[src/tff_pkg.sv]
// Package: register map, field layout and reset values for the timer flip-flop control
package tff_pkg;
  localparam logic [8:0] TFF_ADDR_W = 9'h009;
  localparam logic [8:0] TFF_FF1_CTRL_OFF = 9'h105;
  localparam logic [8:0] TFF_FF3_CTRL_OFF = 9'h10d;
  localparam logic [8:0] TFF_FF5_CTRL_OFF = 9'h115;
  localparam int TFF_NUM = 3;
  // Field positions inside a control byte
  localparam int TFF_SEL_BIT = 0;
  localparam int TFF_EN_BIT = 1;
  localparam int TFF_SW_LO = 2;
  localparam int TFF_SW_HI = 3;
  // Software control encodings
  localparam logic [1:0] TFF_SW_INVERT = 2'h0;
  localparam logic [1:0] TFF_SW_SET = 2'h1;
  localparam logic [1:0] TFF_SW_CLEAR = 2'h2;
  localparam logic [1:0] TFF_SW_KEEP = 2'h3;
  // Pair operating mode encoding that makes the select bit meaningful
  localparam logic [1:0] TFF_MODE_8BIT = 2'h0;
  // Reset values and unimplemented bits
  localparam logic [1:0] TFF_SW_RESET = 2'h3;
  localparam logic TFF_EN_RESET = 1'b0;
  localparam logic TFF_SEL_RESET = 1'b0;
  localparam logic TFF_FLOP_RESET = 1'b0;
  localparam logic [3:0] TFF_UPPER_READ = 4'hf;
  localparam logic [7:0] TFF_UNMAPPED_READ = 8'h00;
endpackage

[src/tff_top.sv]
// Top: register port and three timer output flip-flops
// ----------------------------------------------------------------
// ----------------------------------------------------------------
//
// Local design decision: the strobed register port.
`timescale 1ns/1ps
module tff_top
  import tff_pkg::*;
(
  input wire logic clk_sys,
  input wire logic nrst,
  input wire logic [8:0] reg_addr,
  input wire logic [7:0] reg_wdata,
  input wire logic reg_wr,
  input wire logic reg_rd,
  output logic [7:0] reg_rdata,
  input wire logic [5:0] pair_mode,
  input wire logic timer_p0_lo_match,
  input wire logic timer_p0_hi_match,
  input wire logic timer_p1_lo_match,
  input wire logic timer_p1_hi_match,
  input wire logic timer_p2_lo_match,
  input wire logic timer_p2_hi_match,
  input wire logic [2:0] pin_timer_func,
  input wire logic [2:0] pin_port_data,
  output logic out_flop_a,
  output logic out_flop_b,
  output logic out_flop_c,
  output logic timer_out_pin_a,
  output logic timer_out_pin_b,
  output logic timer_out_pin_c
);
  import tff_pkg::*;

  logic [2:0] hit;
  logic [2:0] flop;
  logic [2:0] pin_out;
  logic [2:0] m_lo, m_hi;
  logic [3:0] ctrl [TFF_NUM];
  logic [7:0] rdata_d, rdata_q;

  assign hit[0] = (reg_addr == TFF_FF1_CTRL_OFF);
  assign hit[1] = (reg_addr == TFF_FF3_CTRL_OFF);
  assign hit[2] = (reg_addr == TFF_FF5_CTRL_OFF);
  assign m_lo = {timer_p2_lo_match, timer_p1_lo_match, timer_p0_lo_match};
  assign m_hi = {timer_p2_hi_match, timer_p1_hi_match, timer_p0_hi_match};

  // ----------------------------------------------------------------
  // Flip-flops
  // ----------------------------------------------------------------
  for (genvar i = 0; i < TFF_NUM; i++) begin : g_flop
    tff_flop u_flop (
      .clk_sys(clk_sys),
      .nrst(nrst),
      .wr_stb(reg_wr && hit[i]),
      .wr_data(reg_wdata),
      .pair_mode(pair_mode[2*i+1 -: 2]),
      .match_lo(m_lo[i]),
      .match_hi(m_hi[i]),
      .ctrl_rd(ctrl[i]),
      .flop_q(flop[i])
    );
    // Pin shows the flop only while the port is in timer function
    assign pin_out[i] = pin_timer_func[i] ? flop[i] : pin_port_data[i];
  end

  assign out_flop_a = flop[0];
  assign out_flop_b = flop[1];
  assign out_flop_c = flop[2];
  assign timer_out_pin_a = pin_out[0];
  assign timer_out_pin_b = pin_out[1];
  assign timer_out_pin_c = pin_out[2];

  // ----------------------------------------------------------------
  // Read path
  // ----------------------------------------------------------------
  always_comb begin
    rdata_d = TFF_UNMAPPED_READ;
    if (reg_rd) begin
      if (hit[0]) begin
        rdata_d = {TFF_UPPER_READ, ctrl[0]};
      end else if (hit[1]) begin
        rdata_d = {TFF_UPPER_READ, ctrl[1]};
      end else if (hit[2]) begin
        rdata_d = {TFF_UPPER_READ, ctrl[2]};
      end
    end
  end

  always_ff @(posedge clk_sys or negedge nrst) begin
    if (!nrst) begin
      rdata_q <= TFF_UNMAPPED_READ;
    end else begin
      rdata_q <= rdata_d;
    end
  end

  assign reg_rdata = rdata_q;
endmodule

[src/tff_flop.sv]
// One timer output flip-flop with its control fields and toggle source selection
`timescale 1ns/1ps
module tff_flop
  import tff_pkg::*;
(
  input wire logic clk_sys,
  input wire logic nrst,
  input wire logic wr_stb,
  input wire logic [7:0] wr_data,
  input wire logic [1:0] pair_mode,
  input wire logic match_lo,
  input wire logic match_hi,
  output logic [3:0] ctrl_rd,
  output logic flop_q
);
  logic en_q, en_d, sel_q, sel_d, flop_d, match_sel;
  logic [1:0] sw_q, sw_d;

  // Outside 8-bit mode the pair counts as one timer, so only the upper match can toggle
  always_comb begin
    if (pair_mode == TFF_MODE_8BIT) begin
      match_sel = sel_q ? match_hi : match_lo;
    end else begin
      match_sel = match_hi;
    end
  end

  always_comb begin
    en_d = en_q;
    sel_d = sel_q;
    sw_d = sw_q;
    flop_d = flop_q;
    if (en_q && match_sel) begin
      flop_d = ~flop_q;
    end
    // A software write acts after the match, so its invert, set or clear code wins a tie; the keep code lets the match toggle through
    if (wr_stb) begin
      en_d = wr_data[TFF_EN_BIT];
      sel_d = wr_data[TFF_SEL_BIT];
      sw_d = wr_data[TFF_SW_HI:TFF_SW_LO];
      case (wr_data[TFF_SW_HI:TFF_SW_LO])
        TFF_SW_INVERT: flop_d = ~flop_q;
        TFF_SW_SET: flop_d = 1'b1;
        TFF_SW_CLEAR: flop_d = 1'b0;
        default: flop_d = flop_d;
      endcase
    end
  end

  always_ff @(posedge clk_sys or negedge nrst) begin
    if (!nrst) begin
      en_q <= TFF_EN_RESET;
      sel_q <= TFF_SEL_RESET;
      sw_q <= TFF_SW_RESET;
      flop_q <= TFF_FLOP_RESET;
    end else begin
      en_q <= en_d;
      sel_q <= sel_d;
      sw_q <= sw_d;
      flop_q <= flop_d;
    end
  end

  assign ctrl_rd = {sw_q, en_q, sel_q};
endmodule

[config.mk]
export PLATFORM = sky130hd
export DESIGN_NAME = tff_top
export DESIGN_NICKNAME = d
export VERILOG_FILES = /design/src/tff_pkg.sv /design/src/tff_top.sv /design/src/tff_flop.sv
export SDC_FILE = /design/constraint.sdc
export NUM_CORES = 1
export LEC_CHECK = 0
export BUFFER_PORTS_ARGS = -buffer_cell sky130_fd_sc_hd__buf_2
export CAP_MARGIN = 20
export CORE_ASPECT_RATIO = 1.25
export CORE_MARGIN = 4
export CORE_UTILIZATION = 35
export DETAILED_ROUTE_END_ITERATION = 8
export SLEW_MARGIN = 20
export SYNTH_ARGS = -nofsm -noshare
export SYNTH_HDL_FRONTEND = slang
export SYNTH_SLANG_ARGS = --single-unit
[constraint.sdc]
create_clock -name clk_sys -period 1.5 [get_ports clk_sys]
set_clock_uncertainty 0.05 [all_clocks]
set_input_delay 0.45 -clock clk_sys [delete_from_list [all_inputs] [get_ports clk_sys]]
set_output_delay 0.45 -clock clk_sys [all_outputs]
set_load 0.005 [all_outputs]
* Word level (Yosys, flattened, before mapping)
Index checks and enable logic that the tools add are counted.
Word-level totals: register bits after elaboration 23, input bits 39
Cells by class: equality and inequality tests 5, mux-type cells 22, bitwise operators 3, reduce and logical (&&, ||, !) cells 10
Operators with widths (number):
- $mux 8 | 4
- $eq 9x9->1 const B | 3
- $mux 1 | 15
- $pmux 1 s3 | 3
- $logic_not 2->1 | 4
- $logic_and 1x1->1 | 6
- $not 1->1 | 3
- $eq 2x1->1 const B | 1
- $eq 2x2->1 const B | 1

* Logic depth before layout (Yosys ltp)
Gate-level depths: netlist (run 1).
depth in word-level cells 6, mapped depth 5, mapped depth without buffers 4

* Cells and area by module
From an unflattened synthesis (run 1), not the netlist that was laid out.
Unflattened totals: cells, all modules 94, area, all modules 1092.3 um^2
Modules (own cells, without submodules):
- tff_flop | instances 3, cells an instance 19, area each 245.2 um^2, seq. area each 127.6 um^2
- tff_top | instances 1, cells an instance 37, area each 356.6 um^2, seq. area each 125.1 um^2

* Worst setup path after synthesis (run 1)
Ideal clock, no wire load.
path type in2reg, start in reg_addr[7], end reg g_flop[0].u_flop.en_q, data arrival time 1.442 ns, required time 1.325 ns, slack -0.117 ns, stages 4, path buffers 0, cell sequence nor4b_4 -> nand3b_4 -> nor2_4 -> mux2_2
On the way: longest elaborated chain between the ends 2
RTL lines:
- start: declaration | line tff_top.sv:12 | input wire logic [8:0] reg_addr,
- $eq 9x9->1 | line tff_top.sv:42 | assign hit[0] = (reg_addr == TFF_FF1_CTRL_OFF);
- $logic_and 1x1->1 | line tff_top.sv:55 | .wr_stb(reg_wr && hit[i]),
- end signal: assignment | line tff_flop.sv:57 | en_q <= en_d;
- end: declaration | line tff_flop.sv:16 | logic en_q, en_d, sel_q, sel_d, flop_d, match_sel;
No other way between the ends. A chain may end at the register's enable or synchronous reset.

* Worst setup path after layout (run 1)
start reg g_flop[0].u_flop.flop_q, end out timer_out_pin_a
On the way: longest elaborated chain between the ends 1
RTL lines:
- start: declaration | line tff_flop.sv:14 | output logic flop_q
- start signal: assignment | line tff_flop.sv:60 | flop_q <= flop_d;
- $mux 1 | line tff_top.sv:64 | assign pin_out[i] = pin_timer_func[i] ? flop[i] : pin_port_data[i];
- end: declaration | line tff_top.sv:29 | output logic timer_out_pin_a,
No other way between the ends.

==> run_results.csv, run 1 <==
group,metric,value,unit
floorplan,core,2918,sq um
global_route,grt_util_met2,23.25,%
worst_setup_path,cp_slowest_cell,"dfrtp_1",
worst_setup_path,criticalPathCategory,"reg2out",
cells_and_area,final_common_cell,"buf_2",
sta,layout_min_cycle_time,1585,ps
synth,synth.distinct_cells,25,
floorplan,start_util,36.36,%
worst_setup_path,crit_path_start_kind,"flip-flop",
cts,root_buffer,"clkbuf_4",
synth,synth-main-ff-cell,"dfrtp_1",
synth,syn_inst,98,
placed_design,pre_cts_ws,-296.9,ps
route,dr.pass1.iters,4,
global_route,grt_pass1_vias,997,
synth,yosys_warnings,0,
cts,ctsLongestPathBuffers,2,
worst_setup_path,path_cells,"mux2_4 -> buf_6",
worst_setup_path,cpLargestDelayFamily,"flip-flops",
floorplan,ios,53,
sta,hold_violations,0,
floorplan,die_w,57.25,microns
sta,fin_ws,-84.63,ps
global_route,grt_max_degree,21,
placed_design,io_buffers,48,
global_route,grt.total_usage,13.31,%
route,vias,939,
cts,clkTransAtPathRegs,110,ps
flow_run,drv_cap,0,
cells_and_area,multiInputGateArea,533.0,sq um
global_route,antenna_found_initial,0,
worst_setup_path,cpPeakStageDelay,410,ps
route,totalWireLength,2478,microns
route,drtIter0Drc,23,
placed_design,dp_hpwl,2005,microns
route,wire_per_inst,12.77,microns
sta,maxClockFrequency,631.1,MHz
worst_setup_path,path_buf_inv,1,
cells_and_area,stdcell_count,194,
run_status,violations,"negative setup slack",
cells_and_area,fin_nets,198,
cells_and_area,final-seq-area,508.0,sq um
cells_and_area,antenna_cells,0,
power,leakagePower,0.0007870,uW
worst_setup_path,arrival,1080,ps
cells_and_area,area_delta_synth_final,39.03,%
route,drc,0,
global_route,top_usage_layer,"met2",
global_route,overflow,0,
placed_design,place.gp.congestion,0.7846,
cells_and_area,layout_common_cells,"44 x buf_2, 14 x dfrtp_1, 12 x nand2_1, 12 x buf_4, 10 x nor2_1",
placed_design,dp.cells,186,
route,ant_nets,0,
cells_and_area,fill_cells,294,
synth,synth.net_count,137,
worst_setup_path,end_kind,"output pin",
cts,clk_latency,290,ps
sta,finalSetupViolCount,3,
power,power_density,825.0,nW/um^2
run_status,status,"complete, but fails checks",
synth,yosysSeqAreaShare,47.88,%
synth,netlist_area,1061,sq um
cells_and_area,utilization,50.56,%
global_route,use_met1,15.54,%
cts,htreeDepth,1,
synth,ys_seq_elements,20,
route,drt-vias-per-instance,4.840,
synth,avgSynthCellArea,10.83,sq um
worst_setup_path,worstPathRequired,1000,ps
sta,rsz0062_at_grt,"true",
sta,fin_crit_sh,105.6,%
cts,numCtsBuffers,3,
global_route,grt_pass1_wl,4243,microns
floorplan,row_count,22,
cts,cts_tree,"done",
cells_and_area,layout-drive-gt1-share,53.80,%
floorplan,die_area,3982,sq um
sta,finalMaxSlewViolations,0,
cts,cts_sinks,20,
synth,async_reset_ff_share,100.0,%
worst_hold_path,hp-class,"in2async",
global_route,grt.met3_usage,2.607,%
worst_setup_path,critPathMaxFanout,2,
synth,synth_enable_flop_cells,0,
power,peakVddDrop,0.6750,mV
sta,tightestPinTransition,435.6,ps
sta,slew_headroom,70.96,%
floorplan,die_y,69.56,microns
metrics by stage:
step	hold slack, ps	total power, uW	setup TNS (ps)	cell area [sq um]
floorplan	104.4	737.3	-710.9	1061
global placement	361.1	881.1	-2788	1379
detailed placement	373.9	886.9	-3251	1379
CTS	41.63	1212	-232.9	1438
global route	61.53	1300	-341.3	1475
finish	30.51	1217	-201.9	1475
registers in the layout, indices dropped and copies added (netlist names):
register              cells
g_flop.u_flop.sw_q        6
reg_rdata                 5
g_flop.u_flop.en_q        3
g_flop.u_flop.flop_q      3
g_flop.u_flop.sel_q       3
final cells by class:
class                      count  share of cell area, %
clock buffer                   4                  1.781
inverter                       2                 0.5089
multi-input combinational     72                  36.13
sequential                    20                  34.44
tap                           36                  3.053
timing repair buffer          60                  24.09
Yosys cell counts (2+ instances only):
master,instances,area (sq um)
dfrtp_1,14,350.3
nand2_1,12,45.04
mux2_2,11,123.9
nor2_1,10,37.54
a21oi_1,6,30.03
dfstp_2,6,157.7
nor3_1,5,25.02
mux2i_1,4,40.04
a31oi_1,3,18.77
buf_4,3,22.52
o21ai_0,3,15.01
o311a_1,3,30.03
xor2_1,3,26.28
inv_1,2,7.510
nand3_1,2,10.01
nor2_4,2,22.52
worst paths after layout:
path	slack (ps)	to	cells after the start	start
max in group asynchronous	1040	g_flop[2].u_flop.sw_q[1]	1	nrst
setup / recovery	-80	timer_out_pin_a	2	g_flop[0].u_flop.flop_q
min in group clk_sys	340	g_flop[2].u_flop.en_q	3	reg_wdata[1]
hold reg to reg	410	g_flop[2].u_flop.sw_q[1]	2	g_flop[2].u_flop.sw_q[1]
hold / removal	30	g_flop[1].u_flop.en_q	1	nrst
setup reg to reg	140	g_flop[0].u_flop.flop_q	4	g_flop[0].u_flop.sel_q
where the power goes:
part	leakage, uW	total, uW	switching (uW)	internal (uW)
combinational	0.000518	350	143	206
sequential	0.000254	610	25.0	585
clock	0.0000150	258	154	103
total	0.000787	1220	322	895
cell families (layout without fill, tap and decap cells):
logic type / count (synthesis) / in the layout / synth area share, %
xor gates and xnor gates: 3 / 3 / 2.477
AOI/OAI and AO/OA: 18 / 18 / 11.32
muxes: 15 / 15 / 15.45
DFF: 20 / 20 / 47.88
and+or+nand+nor: 36 / 36 / 19.58
buffers and inverters: 6 / 66 / 3.302
per-layer routing:
metal	routed length, microns	vias up
met2	1289	32
met3	175	2
li1	-	469
met4	14	0
met5	0	-
met1	998	436
repair_timing:
item | in CTS | in global routing
endpoints found under the hold margin | 0 | 0
hold buffers | 0 | 0
endpoints found under the setup margin | 3 | 8
pin swaps | 0 | 3
setup buffers | 3 | 1
gates resized for setup | 2 | 6
Power figures use the tool's default switching activity.
==> run 2: changes to the inputs <==
--- a/config.mk
+++ b/config.mk
@@ -11,6 +11,7 @@
 export CORE_MARGIN = 4
 export CORE_UTILIZATION = 35
 export DETAILED_ROUTE_END_ITERATION = 8
+export REMOVE_ABC_BUFFERS = 1
 export SLEW_MARGIN = 20
 export SYNTH_ARGS = -nofsm -noshare
 export SYNTH_HDL_FRONTEND = slang
==> run_results.csv, run 2 (synthesis gave the netlist of run 1 again) <==
group,metric,value,unit
run_status,status,"complete, but fails checks",
run_status,violations,"negative setup slack",
placed_design,io_buffers,48,
cts,cts_tree,"done",
route,drtIter0Drc,18,
power,peakVddDrop,0.4075,mV
floorplan,ios,53,
worst_setup_path,cp_slowest_cell,"dfrtp_1",
floorplan,die_area,3982,sq um
worst_setup_path,cpPeakStageDelay,410,ps
sta,maxClockFrequency,630.4,MHz
cts,clkTransAtPathRegs,110,ps
worst_setup_path,crit_path_start_kind,"flip-flop",
floorplan,start_util,36.36,%
floorplan,core,2918,sq um
sta,layout_min_cycle_time,1586,ps
sta,finalMaxSlewViolations,0,
global_route,grt.total_usage,13.31,%
sta,fin_crit_sh,105.8,%
cells_and_area,largest_reg_flops,6,
power,leakagePower,0.0007825,uW
global_route,top_usage_layer,"met2",
floorplan,row_count,22,
global_route,grt_pass1_vias,960,
sta,tightestPinTransition,438.8,ps
flow_run,drv_cap,0,
route,drt-vias-per-instance,4.964,
route,dr.pass1.iters,4,
global_route,grt_max_degree,21,
worst_setup_path,arrival,1090,ps
floorplan,die_w,57.25,microns
cells_and_area,fin_nets,198,
sta,rsz0062_at_grt,"true",
cells_and_area,top_register,"g_flop.u_flop.sw_q",
cells_and_area,antenna_cells,0,
cells_and_area,layout_common_cells,"46 x buf_2, 14 x dfrtp_1, 12 x nand2_1, 12 x buf_4, 10 x nor2_1",
power,power,1223,uW
placed_design,dp_hpwl,2014,microns
route,ant_nets,0,
worst_hold_path,hp-class,"in2async",
cells_and_area,utilization,50.13,%
cts,clk_latency,290,ps
cells_and_area,final-seq-area,508.0,sq um
placed_design,place.gp.congestion,0.7732,
worst_setup_path,critPathMaxFanout,2,
global_route,use_met1,14.02,%
global_route,overflow,0,
cells_and_area,layout-drive-gt1-share,53.80,%
route,totalWireLength,2534,microns
worst_setup_path,end_kind,"output pin",
sta,setup_tns,-224.3,ps
cts,cts_hold_buf,0,
cells_and_area,multiInputGateArea,533.0,sq um
worst_setup_path,worstPathRequired,1000,ps
worst_setup_path,criticalPathCategory,"reg2out",
worst_setup_path,cpLargestDelayFamily,"flip-flops",
placed_design,pre_cts_ws,-306.2,ps
global_route,antenna_found_initial,0,
sta,slew_headroom,70.75,%
worst_setup_path,path_buf_inv,1,
cts,cts_sinks,20,
route,drc,0,
cells_and_area,fill_cells,295,
cells_and_area,final_common_cell,"buf_2",
sta,fin_ws,-86.36,ps
global_route,grt_util_met2,24.78,%
cts,root_buffer,"clkbuf_4",
cells_and_area,area_delta_synth_final,37.85,%
floorplan,die_y,69.56,microns
route,vias,963,
sta,finalSetupViolCount,3,
cts,numCtsBuffers,3,
global_route,grt.met3_usage,1.676,%
power,power_density,835.9,nW/um^2
cts,htreeDepth,1,
worst_setup_path,path_cells,"mux2_4 -> buf_6",
sta,hold_violations,0,
cts,ctsLongestPathBuffers,2,
global_route,grt_pass1_wl,4236,microns
route,wire_per_inst,13.06,microns
## run 2: changes by cell type in the layout (fill, tap and decap cells not counted)
cell	change
buf_2	+2
buf_6	-2
o21ai_0	+1
o21ai_1	-1
## run 2: worst reg2reg max path: stages (launching register included)
cell and delay [ps]:
dfrtp_1 430, o311a_1 360, a31oi_1 230, xor2_1 170, o21ai_0 90
## run 2: power breakdown
group          switching, uW  internal (uW)  leakage, uW  total [uW]
logic                    148            202     0.000514         350
clock network            156            103    0.0000150         259
registers               27.9            585     0.000254         613
## run 2: final timing paths
| path | startpoint | endpoint | slack (ps) | depth (start not counted) |
|---|---|---|---|---|
| max in group asynchronous | nrst | g_flop[0].u_flop.sw_q[0] | 1030 | 1 |
| worst min-delay path | nrst | g_flop[2].u_flop.flop_q | 30 | 1 |
| worst max-delay path | g_flop[0].u_flop.flop_q | timer_out_pin_a | -90 | 2 |
| worst min register to register | g_flop[2].u_flop.sw_q[1] | g_flop[2].u_flop.sw_q[1] | 420 | 2 |
| min in group clk_sys | reg_wdata[0] | g_flop[2].u_flop.sel_q | 340 | 3 |
| worst max register to register | g_flop[2].u_flop.sel_q | g_flop[2].u_flop.flop_q | 70 | 4 |
## run 2: layer usage
| metal | vias up | wire length, microns |
|---|---|---|
| met2 | 33 | 1340 |
| met5 | - | 0 |
| met1 | 454 | 963 |
| met3 | 2 | 188 |
| li1 | 474 | - |
| met4 | 0 | 42 |
## run 2: area by class of cell
class | instances | share of cell area [%]
sequential | 20 | 34.73
multi-input combinational | 72 | 36.44
tap | 36 | 3.080
inverter | 2 | 0.5133
clock buffer | 4 | 1.796
timing repair buffer | 60 | 23.44
## run 2: per-stage QoR
stage,std cells,instance area [sq um],hold WS (ps)
finish,194,1463,27.89
global route,194,1463,46.02
CTS,194,1455,41.85
detailed placement,187,1386,374.8
global placement,187,1386,368.0
floorplan,94,1033,104.4
## run 2: what timing repair did
item / 4_1_cts / 5_1_grt
buffers inserted: 3 / 0
setup endpoints to repair: 3 / 10
gates cloned: 0 / 0
pin swaps: 0 / 3
resized for setup: 4 / 2
==> run 3: changes to the inputs <==
--- a/config.mk
+++ b/config.mk
@@ -11,6 +11,7 @@
 export CORE_MARGIN = 4
 export CORE_UTILIZATION = 35
 export DETAILED_ROUTE_END_ITERATION = 8
+export PLACE_DENSITY = 0.74
 export REMOVE_ABC_BUFFERS = 1
 export SLEW_MARGIN = 20
 export SYNTH_ARGS = -nofsm -noshare
==> run_results.csv, run 3 (synthesis gave the netlist of run 1 again) <==
group,metric,value,unit
run_status,violations,"negative setup slack",
worst_setup_path,critPathMaxFanout,2,
placed_design,dp_hpwl,2069,microns
route,vias,953,
power,p_comb_share,28.2,%
sta,tightestPinTransition,437.2,ps
global_route,overflow,0,
sta,rsz0062_at_grt,"true",
cells_and_area,fin_nets,196,
power,netSwitchingPower,342.1,uW
floorplan,row_count,22,
cts,clkTransAtPathRegs,110,ps
worst_setup_path,arrival,1100,ps
route,wire_per_inst,13.52,microns
power,p_int,946.0,uW
worst_setup_path,startpoint,"g_flop[2].u_flop.flop_q",
cells_and_area,final_common_cell,"buf_2",
worst_setup_path,worstPathRequired,1000,ps
floorplan,start_util,36.36,%
global_route,grt_pass1_vias,992,
sta,maxClockFrequency,626.1,MHz
worst_setup_path,cp_slowest_cell,"dfrtp_1",
worst_setup_path,criticalPathCategory,"reg2out",
global_route,antenna_found_initial,0,
placed_design,pre_cts_ws,-349.4,ps
worst_setup_path,path_cells,"mux2_4 -> buf_6",
floorplan,die_area,3982,sq um
cells_and_area,antenna_cells,0,
worst_setup_path,r2r-end,"g_flop[0].u_flop.flop_q",
worst_setup_path,cpPeakStageDelay,410,ps
cts,root_buffer,"clkbuf_4",
sta,slew_headroom,70.85,%
route,ant_nets,0,
worst_setup_path,worstSetupPathDepth,2,
sta,hold_violations,0,
cts,cts_sinks,20,
floorplan,die_y,69.56,microns
power,p_sw_share,26.56,%
run_status,status,"complete, but fails checks",
global_route,grt.total_usage,13.28,%
placed_design,place.gp.congestion,0.8239,
cts,numCtsBuffers,3,
sta,fin_ws,-97.16,ps
sta,finalMaxSlewViolations,0,
sta,finalSetupViolCount,3,
power,leakagePower,0.0007857,uW
cts,htreeDepth,1,
worst_setup_path,r2r_cells,4,
worst_setup_path,crit_path_start_kind,"flip-flop",
cts,ctsLongestPathBuffers,2,
floorplan,ios,53,
worst_setup_path,endpoint,"timer_out_pin_c",
cells_and_area,area_delta_synth_final,38.68,%
cells_and_area,stdcell_area,1471,sq um
power,pwr-share-seq,47.5,%
cells_and_area,layout-drive-gt1-share,53.85,%
route,totalWireLength,2595,microns
worst_setup_path,r2r_slack,110,ps
floorplan,core,2918,sq um
cts,clk_latency,300,ps
worst_setup_path,end_kind,"output pin",
cells_and_area,largest_reg_flops,6,
worst_setup_path,cpLargestDelayFamily,"flip-flops",
cells_and_area,fill_cells,279,
global_route,grt_max_degree,21,
route,drt-vias-per-instance,4.964,
worst_hold_path,hp-class,"in2async",
placed_design,place_area,1356,sq um
worst_setup_path,path_buf_inv,1,
worst_setup_path,r2r_start,"g_flop[0].u_flop.sel_q",
power,power,1288,uW
power,p_clk_share,24.3,%
flow_run,drv_cap,0,
sta,layout_min_cycle_time,1597,ps
power,power_density,875.4,nW/um^2
floorplan,die_w,57.25,microns
global_route,grt_pass1_wl,4257,microns
cts,cts_tree,"done",
route,drc,0,
route,drtIter0Drc,21,
power,peakVddDrop,0.4020,mV
cells_and_area,layout_common_cells,"45 x buf_2, 14 x dfrtp_1, 12 x nand2_1, 10 x nor2_1, 9 x buf_4",
cts,cts_hold_buf,0,
placed_design,io_buffers,48,
route,dr.pass1.iters,4,
sta,fin_crit_sh,106.5,%
cells_and_area,top_register,"g_flop.u_flop.sw_q",
[run 3: cell types whose count changed in the layout (fill, tap and decap cells not counted)]
| cell | previous run | this run |
|---|---|---|
| o21ai_0 | 3 | 2 |
| buf_6 | 2 | 4 |
| mux2_2 | 7 | 6 |
| o21ai_1 | 0 | 1 |
| clkbuf_8 | 0 | 1 |
| mux2_4 | 4 | 5 |
| clkbuf_1 | 1 | 0 |
| buf_4 | 12 | 9 |
| buf_2 | 46 | 45 |
[run 3: area by class of cell]
type / count / area, sq um / share of cell area [%]
clock buffer: 4 / 36.28 / 2.466
multi-input combinational: 72 / 536.8 / 36.48
sequential: 20 / 508.0 / 34.52
tap: 36 / 45.04 / 3.061
timing repair buffer: 58 / 337.8 / 22.96
inverter: 2 / 7.507 / 0.5102
[run 3: power groups by stage]
stage,Clock (uW),Sequential [uW],Combinational [uW]
after floorplan,0,636,93.8
final,313,611,363
after detailed placement,0,643,245
after CTS,323,610,351
after global routing,338,618,401
after global placement,0,641,235
[run 3: routing by layer]
layer  routed length (microns)  up-vias  global-route usage, %  share of wire [%]
met5                         0        -                      0                  0
met4                        35        0                  5.412                1.3
met3                       240        4                  2.607                9.2
met2                      1318       43                  23.51                 51
met1                      1000      440                  15.24                 39
li1                          -      466                      -                  -
[run 3: through the flow]
step / instances / hold WS [ps] / TNS, ps / util, %
after detailed placement: 183 / 368.5 / -3603 / 46.48
final: 192 / 15.66 / -248.4 / 50.43
after floorplan: 94 / 104.4 / -825.3 / -
after CTS: 191 / 26.98 / -260.9 / 49.44
after global routing: 192 / 45.02 / -379.4 / 50.43
after global placement: 183 / 356.5 / -2928 / 46.48
[run 3: how the worst min path moves through the flow]
stage                     start                      end  slack [ps]  depth (start not counted)
after global routing       nrst             reg_rdata[0]          50                          1
final                      nrst             reg_rdata[0]          20                          1
after floorplan            nrst    g_flop[0].u_flop.en_q         100                          0
after CTS                  nrst             reg_rdata[0]          30                          1
after detailed placement   nrst    g_flop[2].u_flop.en_q         370                          1
after global placement     nrst  g_flop[2].u_flop.flop_q         360                          1
[run 3: timing repair]
action | CTS | global route
endpoints found under the hold margin | 0 | 0
setup endpoints to repair | 6 | 9
gates cloned | 0 | 0
pin swaps | 1 | 4
buffers inserted | 4 | 1
gates resized for setup | 4 | 6
[run 3: worst reg2reg max path: stages, from the launching register on]
cell,delay [ps]
dfrtp_1,420
o311a_1,350
a31oi_1,170
xor2_1,190
o21ai_1,100
